`src/include/sahl_defs.vh`:
```
// Constants and the operation overview of the serial converter link.
// Overview of operation
// - Select falling edge enables serial output, input and clock for a transfer.
// - Select rising edge disables serial output, input and clock, ending transfer.
// - Result output driven only while select low, released while select high.
// - End-of-conversion goes high once a result is ready to shift out.
// - Multiplexer offers 14 sources: 11 external inputs, three self-test levels.
// - Sample-and-hold of the chosen input happens automatically, without a command.
// - Each conversion gives a 12-bit successive-approximation result, returned serially.
`ifndef SAHL_DEFS_VH
`define SAHL_DEFS_VH
`define SAHL_RES_W      12
`define SAHL_CMD_W      4
`define SAHL_CH_W       4
`define SAHL_CMD_BITS   4'h4
`define SAHL_FRAME_BITS 4'hc
`define SAHL_NUM_EXT    4'ha
`define SAHL_NUM_SRC    4'he
`define SAHL_ST_REFHALF 4'hb
`define SAHL_ST_REFLO   4'hc
`define SAHL_ST_REFHI   4'hd
`define SAHL_VAL_HALF   12'h800
`define SAHL_VAL_LO     12'h000
`define SAHL_VAL_HI     12'hfff
`define SAHL_CNT_W      4
`define SAHL_CLK_MHZ    100
`define SAHL_SAMPLE_NS  1000
`define SAHL_SAMPLE_CYC ((`SAHL_SAMPLE_NS * `SAHL_CLK_MHZ + 999) / 1000)
`endif

```
`src/sahl_sar.v`:
```
// Successive-approximation engine: one result bit per clock against a held sample.
`timescale 1ns/1ps
`include "sahl_defs.vh"
module sahl_sar (
  // Clock and reset
  input  wire                    clk,
  input  wire                    rst_n,
  // Control
  input  wire                    start,
  input  wire [`SAHL_RES_W-1:0]  sample,
  // Result
  output reg                     done_q,
  output reg  [`SAHL_RES_W-1:0]  result_q
);
  reg [`SAHL_RES_W-1:0] trial_q;
  reg [`SAHL_RES_W-1:0] held_q;
  reg                   busy_q;

  // A trial bit is kept when the comparator says the sample is at or above it.
  always @(posedge clk or negedge rst_n) begin
    if (!rst_n) begin
      trial_q  <= 12'h000;
      held_q   <= 12'h000;
      busy_q   <= 1'b0;
      done_q   <= 1'b0;
      result_q <= 12'h000;
    end else begin
      done_q <= 1'b0;
      if (start) begin
        held_q   <= sample;
        trial_q  <= 12'h800;
        result_q <= 12'h000;
        busy_q   <= 1'b1;
      end else if (busy_q) begin
        if (held_q >= (result_q | trial_q)) begin
          result_q <= result_q | trial_q;
        end
        trial_q <= trial_q >> 1;
        if (trial_q == 12'h001) begin
          busy_q <= 1'b0;
          done_q <= 1'b1;
        end
      end
    end
  end
endmodule // sahl_sar

```
`src/sahl_top.v`:
```
// Device-side serial link of the 12-bit multiplexed converter.
`timescale 1ns/1ps
`include "sahl_defs.vh"
module sahl_top (
  // System
  input  wire                    CLK_SYS,
  input  wire                    RST_N,
  // Serial link pins
  input  wire                    CS_N,
  input  wire                    SCLK,
  input  wire                    SDI,
  output reg                     SDO,
  output wire                    SDO_OE,
  // Conversion status
  output reg                     EOC,
  // Analog sources modelled as digital codes
  input  wire [11*`SAHL_RES_W-1:0] AIN
);
  reg       rst_m_q;
  reg       rst_q;
  wire      rst_n = rst_q;

  // Reset is taken at once but let go only on a clock edge, through two stages,
  // so that no register leaves reset a cycle ahead of its neighbours.
  always @(posedge CLK_SYS or negedge RST_N) begin
    if (!RST_N) begin
      rst_m_q <= 1'b0;
      rst_q   <= 1'b0;
    end else begin
      rst_m_q <= 1'b1;
      rst_q   <= rst_m_q;
    end
  end

  // Pin synchronisers; the first stage feeds only the second.
  // The third stage only remembers the last settled level for edge finding.
  // Pins reach logic two clocks late, so a link clock half period must span
  // at least two system clocks or its edges are missed.
  reg [2:0] cs_s_q;
  reg [2:0] ck_s_q;
  reg [1:0] di_s_q;

  always @(posedge CLK_SYS or negedge rst_n) begin
    if (!rst_n) begin
      cs_s_q <= 3'h7;
      ck_s_q <= 3'h0;
      di_s_q <= 2'h0;
    end else begin
      cs_s_q <= {cs_s_q[1:0], CS_N};
      ck_s_q <= {ck_s_q[1:0], SCLK};
      di_s_q <= {di_s_q[0], SDI};
    end
  end

  wire cs_low  = ~cs_s_q[1];
  wire cs_fall = cs_s_q[2] & ~cs_s_q[1];
  wire cs_rise = ~cs_s_q[2] & cs_s_q[1];
  wire ck_rise = ~ck_s_q[2] & ck_s_q[1];
  wire ck_fall = ck_s_q[2] & ~ck_s_q[1];
  wire din     = di_s_q[1];

  // The analog codes arrive from outside this clock's domain as a whole word.
  // They are held still through the sampling window, so two plain stages are enough;
  // a code that moved during sampling would need a handshake instead.
  reg [11*`SAHL_RES_W-1:0] ain_m_q;
  reg [11*`SAHL_RES_W-1:0] ain_q;

  always @(posedge CLK_SYS or negedge rst_n) begin
    if (!rst_n) begin
      ain_m_q <= {(11*`SAHL_RES_W){1'b0}};
      ain_q   <= {(11*`SAHL_RES_W){1'b0}};
    end else begin
      ain_m_q <= AIN;
      ain_q   <= ain_m_q;
    end
  end

  // Frame and shift state.
  reg                    active_q;
  reg [`SAHL_CNT_W-1:0]  bitcnt_q;
  reg [`SAHL_CMD_W-1:0]  cmd_q;
  reg [`SAHL_RES_W-1:0]  shout_q;
  reg [`SAHL_RES_W-1:0]  last_q;
  reg [`SAHL_CH_W-1:0]   chan_q;
  reg                    start_conv_q;
  reg [7:0]              smp_cnt_q;
  reg [1:0]              cv_state_q;
  reg [`SAHL_RES_W-1:0]  sample_q;

  wire                   sar_done;
  wire [`SAHL_RES_W-1:0] sar_result;

  // A frame that carried a whole channel field starts a conversion as it closes.
  wire                   frame_close = cs_rise & active_q & (bitcnt_q >= `SAHL_CMD_BITS);

  // Conversion sequencer states.
  localparam CV_IDLE   = 2'b00;
  localparam CV_SAMPLE = 2'b01;
  localparam CV_CONV   = 2'b10;

  // A select glitch during reset cannot leave the output enabled.
  assign SDO_OE = cs_low & active_q;

  // The result moves on a falling link clock so that each bit stands across the
  // host's next rise; a fall before the first rise shifts nothing.
  always @(posedge CLK_SYS or negedge rst_n) begin
    if (!rst_n) begin
      active_q     <= 1'b0;
      bitcnt_q     <= 4'h0;
      cmd_q        <= 4'h0;
      shout_q      <= 12'h000;
      SDO          <= 1'b0;
    end else begin
      if (cs_fall) begin
        active_q <= 1'b1;
        bitcnt_q <= 4'h0;
        shout_q  <= last_q;
        SDO      <= last_q[`SAHL_RES_W-1];
      end else if (cs_rise) begin
        active_q <= 1'b0;
      end else if (active_q && cs_low) begin
        // Rises past the last result bit are ignored so the count cannot wrap.
        if (ck_rise && bitcnt_q != `SAHL_FRAME_BITS) begin
          // Command bits land MSB first; bits past the command field are ignored.
          if (bitcnt_q < `SAHL_CMD_BITS) begin
            cmd_q <= {cmd_q[`SAHL_CMD_W-2:0], din};
          end
          bitcnt_q <= bitcnt_q + 4'h1;
        end
        if (ck_fall && bitcnt_q != 4'h0) begin
          shout_q <= {shout_q[`SAHL_RES_W-2:0], 1'b0};
          SDO     <= shout_q[`SAHL_RES_W-2];
        end
      end
    end
  end

  // The conversion starts when the frame closes, after automatic sampling.
  // A frame that closes while a conversion is under way is not taken: the host
  // must wait for the end-of-conversion flag, and restarting would lose a result.
  always @(posedge CLK_SYS or negedge rst_n) begin
    if (!rst_n) begin
      cv_state_q   <= CV_IDLE;
      chan_q       <= 4'h0;
      smp_cnt_q    <= 8'h00;
      start_conv_q <= 1'b0;
      sample_q     <= 12'h000;
      last_q       <= 12'h000;
      // Nothing is pending out of reset, and the first frame returns zero.
      EOC          <= 1'b1;
    end else begin
      start_conv_q <= 1'b0;
      case (cv_state_q)
        CV_IDLE: begin
          if (frame_close) begin
            chan_q     <= cmd_q;
            smp_cnt_q  <= 8'h00;
            EOC        <= 1'b0;
            cv_state_q <= CV_SAMPLE;
          end
        end
        CV_SAMPLE: begin
          // The held value is taken from the settled codes at the window's end.
          if ({24'h000000, smp_cnt_q} == (`SAHL_SAMPLE_CYC - 1)) begin
            start_conv_q <= 1'b1;
            sample_q     <= src_code(chan_q, ain_q);
            cv_state_q   <= CV_CONV;
          end else begin
            smp_cnt_q <= smp_cnt_q + 8'h01;
          end
        end
        CV_CONV: begin
          if (sar_done) begin
            last_q     <= sar_result;
            EOC        <= 1'b1;
            cv_state_q <= CV_IDLE;
          end
        end
        default: begin
          cv_state_q <= CV_IDLE;
        end
      endcase
    end
  end

  // Channels past the self-test codes read as the lowest level.
  function [`SAHL_RES_W-1:0] src_code;
    input [`SAHL_CH_W-1:0]     ch;
    input [11*`SAHL_RES_W-1:0] ain;
    begin
      case (ch)
        `SAHL_ST_REFHALF: begin
          src_code = `SAHL_VAL_HALF;
        end
        `SAHL_ST_REFLO: begin
          src_code = `SAHL_VAL_LO;
        end
        `SAHL_ST_REFHI: begin
          src_code = `SAHL_VAL_HI;
        end
        default: begin
          // External input codes, and codes that are neither external inputs nor self-test levels.
          if (ch <= `SAHL_NUM_EXT) begin
            src_code = ain[ch*`SAHL_RES_W +: `SAHL_RES_W];
          end else begin
            src_code = `SAHL_VAL_LO;
          end
        end
      endcase
    end
  endfunction

  // The engine loads for one clock, then decides one bit per clock, so a result follows its start strobe
  // by thirteen clocks and the busy span is short beside the sampling span.
  sahl_sar u_sar (
    .clk      (CLK_SYS),
    .rst_n    (rst_n),
    .start    (start_conv_q),
    .sample   (sample_q),
    .done_q   (sar_done),
    .result_q (sar_result)
  );
endmodule // sahl_top

```
`config.mk`:
```
export PLATFORM = sky130hd
export DESIGN_NAME = sahl_top
export DESIGN_NICKNAME = d
export VERILOG_FILES = /design/src/sahl_sar.v /design/src/sahl_top.v
export VERILOG_INCLUDE_DIRS = /design/src /design/src/include
export SDC_FILE = /design/constraint.sdc
export NUM_CORES = 1
export LEC_CHECK = 0
export BUFFER_PORTS_ARGS = -buffer_cell sky130_fd_sc_hd__buf_2
export CORE_UTILIZATION = 25
export DETAILED_ROUTE_END_ITERATION = 12
export GPL_ROUTABILITY_DRIVEN = 0
export MAX_ROUTING_LAYER = met4
export PLACE_DENSITY = 0.53
export SLEW_MARGIN = 40
export SYNTH_ARGS = -nofsm -noshare
export SYNTH_HDL_FRONTEND = slang
export SYNTH_SLANG_ARGS = --single-unit
```
`constraint.sdc`:
```
create_clock -name CLK_SYS -period 11.8 [get_ports CLK_SYS]
set_input_delay 2.36 -clock CLK_SYS [delete_from_list [all_inputs] [get_ports CLK_SYS]]
set_output_delay 2.36 -clock CLK_SYS [all_outputs]
set_load 0.005 [all_outputs]
```
Word-level counts from Yosys, hierarchy flattened
Cells that the tools add are included.

$add $sub $neg: 2. $mul: 1. Div/mod/pow operators: 0. $lt $le $gt $ge: 4. Equal/unequal tests: 13. Shift-type cells: 1. Multiplexer cells: 39. Bitwise logic cells: 14. Reductions and logical operators: 23.

Operator list (count): indexed part select 132 x 9 -> 12 bit (1); two-way mux 12 bit (6); two-way mux 11 bit (4); case mux 12 bit (3 select lines) (1); two-way mux 1 bit (16); two-way mux 4 bit (4); two-way mux 8 bit (2); case mux 8 bit (2 select lines) (1); nonzero test 2 bit (8); AND reduction 3 bit (5); == test 12 x 1 -> 1 bit, second input constant (1); == test 4 bit, second input constant (3); >= comparator 12 bit (1); bitwise OR 12 bit (1); adder 8 x 1 -> 8 bit, second input constant (1); == test 8 x 7 -> 1 bit, second input constant (1); inequality test 2 bit, second input constant (4); AND reduction 2 bit (4); AND 1 bit (7); multiplier 4 x 2 -> 6 bit, second input constant (1); two-way mux 2 bit (3); NOT 1 bit (6); case mux 2 bit (3 select lines) (1); AND reduction 5 bit (1); 12 further kinds (14).

Register bits after elaboration: 373. Latch bits: 0. Bits in writable memories: 0. ROM bits: 0. Bits of input ports: 137. Output and inout port bits: 3. Word-level logic and storage cells: 121. Memories kept: 0.

Logic depth before layout (Yosys ltp)
Depth in word-level cells: 7. Gate-level depth with buffers: 7. Depth with buffers taken out: 6.

By module
From an unflattened synthesis, not the netlist that was laid out.

Cell total of the unflattened synthesis: 795. Area, all modules: 12736.0 sq um.

Modules (own cells, without submodules): sahl_top (times used 1, cells each 611, area each 10687.8 sq um, sequential area each 8388.0 sq um); sahl_sar (times used 1, cells each 184, area each 2048.2 sq um, sequential area each 950.9 sq um).

Worst setup path after synthesis
Ideal clock, no wire load.

Kind: register -> output. From: reg cs_s_q[1]. To: out SDO_OE. Arrival: 0.613 ns. Data required time: 9.440 ns. Slack: 8.827 ns. Stages on the path, launching flop included: 2. Path buffers: 0. Path through: dfstp_2 > nor2b_1.

Word-level cells in the longest chain between the ends: 2.

Ends and longest elaborated chain: start: declaration (line sahl_top.v:39) `reg [2:0] cs_s_q;`; start signal: assignment (line sahl_top.v:49) `cs_s_q <= {cs_s_q[1:0], CS_N};`; NOT 1 bit (line sahl_top.v:55) `wire cs_low = ~cs_s_q[1];`; AND 1 bit (line sahl_top.v:102) `assign SDO_OE = cs_low & active_q;`; end: declaration (line sahl_top.v:13) `output wire SDO_OE,`.

No other way between the ends.

Worst setup path after layout
Same ends and word-level chain as after synthesis.

==> metrics <==
Pleak=7.06 nW; Pint=2.32 mW; Sinks on Clock Net=373; met3 usage=3.05%; Bufs on Longest Clock Path=3; worst path required time=9440 ps; syn_nets=935; worst reg-to-reg path cell count=5; dpl cell area=14200 µm²; via/cell ratio=3.98; CTS tree=built; number of port buffers=139; CP arrival=1340 ps; pwr dens=190 nW/µm²; Antenna Violating Nets Remaining=0; Congestion Overflow GR=0; sequential-to-total area share from yosys stat=73.6%; Crit Reg-Reg Startpoint=chan_q[0]; Synth Area per Inst=16.3 µm²; post-CTS setup buffer count=0; final-report hold violation count=0; Slew Limit Fails=0; Die ar.=51600 µm²; outcome=finished clean; TritonCTS Buffers=42; Syn Std Cell Area=12700 µm²; synthesized instance count=780; Wirelength per Cell=15.1 µm; root buffer cell=clkbuf_16; worst-path fanout max=6; Hold Slack=267 ps; post-DP HPWL=16.4 mm; 1st-pass router iterations=7; Placed Instances=1570; setup TNS=0 ps; core box area=50100 µm²; Reg power frac=46.4%; CP cell instances=nor2b_1 > buf_2; CP Capture Type=output pin; met2 Use GR=15.6%; busiest layer in global routing=met2; critical path type=flip-flop to output pin; number of global-route vias before repair=7190; Nets=1097; number of DRC markers in iteration 0=342; Clk network pwr share=47.1%; post-route insts no fill=1651; Setup crit start kind=flip-flop; Top delay family on crit path=flip-flops; Max Clock Skew=34.7 ps; Tmin final=3700 ps; setup violators final=0; synth warn=0; synth unique cells=50; Top FF cell, synth=dfrtp_1; H-tree Lvls=2; combinational share of power=6.5%; flops & latches, synth=373; Async S/R FF share, synth=100%; drt total wl=24.9 mm; clk_lat worst skew=570 ps; Layout area overhead=23.9%; Die Wd=227 µm; Final Util=31.4%; Hold Buf Count CTS=0; drt drc=0; final setup margin=8100 ps; Least-Margin Pin Slew=741 ps; unrepaired setup endpoints after global routing=false; Max Cap Viol=0; crit share post-route=31.3%; Clock transition at path regs=60 ps; Hold/Removal Path Class=flip-flop to async pin; worst stage delay on the critical path=570 ps; Worst slew margin=50.6%; Critical path origin=cs_s_q[1]; first-pass GRT wire length=40.5 mm; Rows=82; PostCTS Resize Cnt=0; largest net degree at the start of global routing=79; Final Cell Area=15700 µm²; VDD IR max=0.119 mV; GRT Util Overall=10.6%; initial antenna violation count=5; met1 Usage GRT=14.0%; initial core utilization=25.3%; critical path depth in cells=2; P_sw=0.668 mW; Worst Path Buf+Inv=1; detailed-route via count=6568; layout cells sized above 1=34.3%; number of synthesized flops with an enable pin=0; Die Y=227 µm; sw frac=22.4%; Power Total=2.98 mW; Critical-path top delay cell=dfstp_2; worst slack, placed=8680 ps; I/O Pins=140; Max Clock Freq=0.270 GHz
-- cell type report --
| type | count | area, µm² |
|---|---|---|
| clock buffers | 55 | 1200 |
| multi-input cells | 360 | 3100 |
| well taps | 672 | 841 |
| inverters | 12 | 45.0 |
| repair buffers | 153 | 828 |
| clock inverters | 21 | 337 |
| flip-flops and latches | 373 | 9350 |
| diodes | 5 | 12.5 |
| fillers | 5061 | 34400 |
-- flip-flops by register name (all words and copies together) (netlist names), 2 cells and up --
| name | cells |
|---|---|
| ain_m_q | 132 |
| ain_q | 132 |
| last_q | 12 |
| sample_q | 12 |
| u_sar.held_q | 12 |
| u_sar.result_q | 12 |
| u_sar.trial_q | 12 |
| shout_q | 11 |
| smp_cnt_q | 8 |
| bitcnt_q | 4 |
| chan_q | 4 |
| cmd_q | 4 |
| ck_s_q | 3 |
| cs_s_q | 3 |
| cv_state_q | 2 |
| di_s_q | 2 |
-- final timing paths --
kind	endpoint	slack (ps)
worst max-delay path	SDO_OE	8100
worst min-delay path	ain_m_q[64]	270
worst max register to register	sample_q[8]	9150
worst min register to register	ain_m_q[64]	270
max in group asynchronous	ain_q[13]	9640
min in group CLK_SYS	ain_q[110]	330
-- cell usage in the layout (no fill, tap or decap), types with 12 or more instances in the layout --
cell       synthesis  final
dfrtp_1          369    365
buf_2             11    139
mux2_2            46     46
nor2_1            45     45
clkbuf_16          0     43
mux2i_1           35     35
o21ai_0           29     29
nand2_1           25     25
mux4_2            24     24
a21oi_1           18     17
ha_1              18     17
nand3_1           15     15
and3_1            13     13
or2_2             13     13
o32a_1            12     12
a32oi_1           12     12
-- logic make-up after synthesis --
group,count (synthesis),synth area share (%)
XOR/XNOR,3,0.207
adder cells (fa/ha/maj),18,1.78
buffers and inverters,47,1.99
AND/OR/NAND/NOR,141,5.72
other,1,0.0296
flip-flops,373,73.6
multiplexers,115,12.3
AO/OA/AOI/OAI,82,4.36
-- cell usage after synthesis (5+ instances only) --
master / instances / area [µm²]
nand3_1: 15 / 75.1
a21oi_1: 18 / 90.1
and3_1: 13 / 81.3
inv_1: 12 / 45.0
dfrtp_1: 369 / 9230
o21ai_0: 29 / 145
or2_2: 13 / 81.3
mux4_2: 24 / 541
mux2_4: 10 / 150
ha_1: 18 / 225
buf_2: 11 / 55.1
o32a_1: 12 / 120
a32oi_1: 12 / 105
buf_1: 5 / 18.8
mux2_2: 46 / 518
clkbuf_1: 13 / 48.8
nor2_1: 45 / 169
nand2_1: 25 / 93.8
mux2i_1: 35 / 350
-- power by group through the flow --
stage	Clock (mW)	Sequential [mW]	Combinational, mW
after global routing	1.51	1.39	0.221
after global placement	0	1.41	0.195
after detailed placement	0	1.41	0.202
after floorplan	0	1.41	0.134
final	1.41	1.38	0.194
after CTS	1.46	1.39	0.203
-- metal layers --
metal	up-vias	routed length, µm
li1	3066	-
met1	3302	11600
met2	153	11300
met3	47	1370
met4	0	659
met5	-	0
Note: power is estimated with default switching activity, not from simulation.
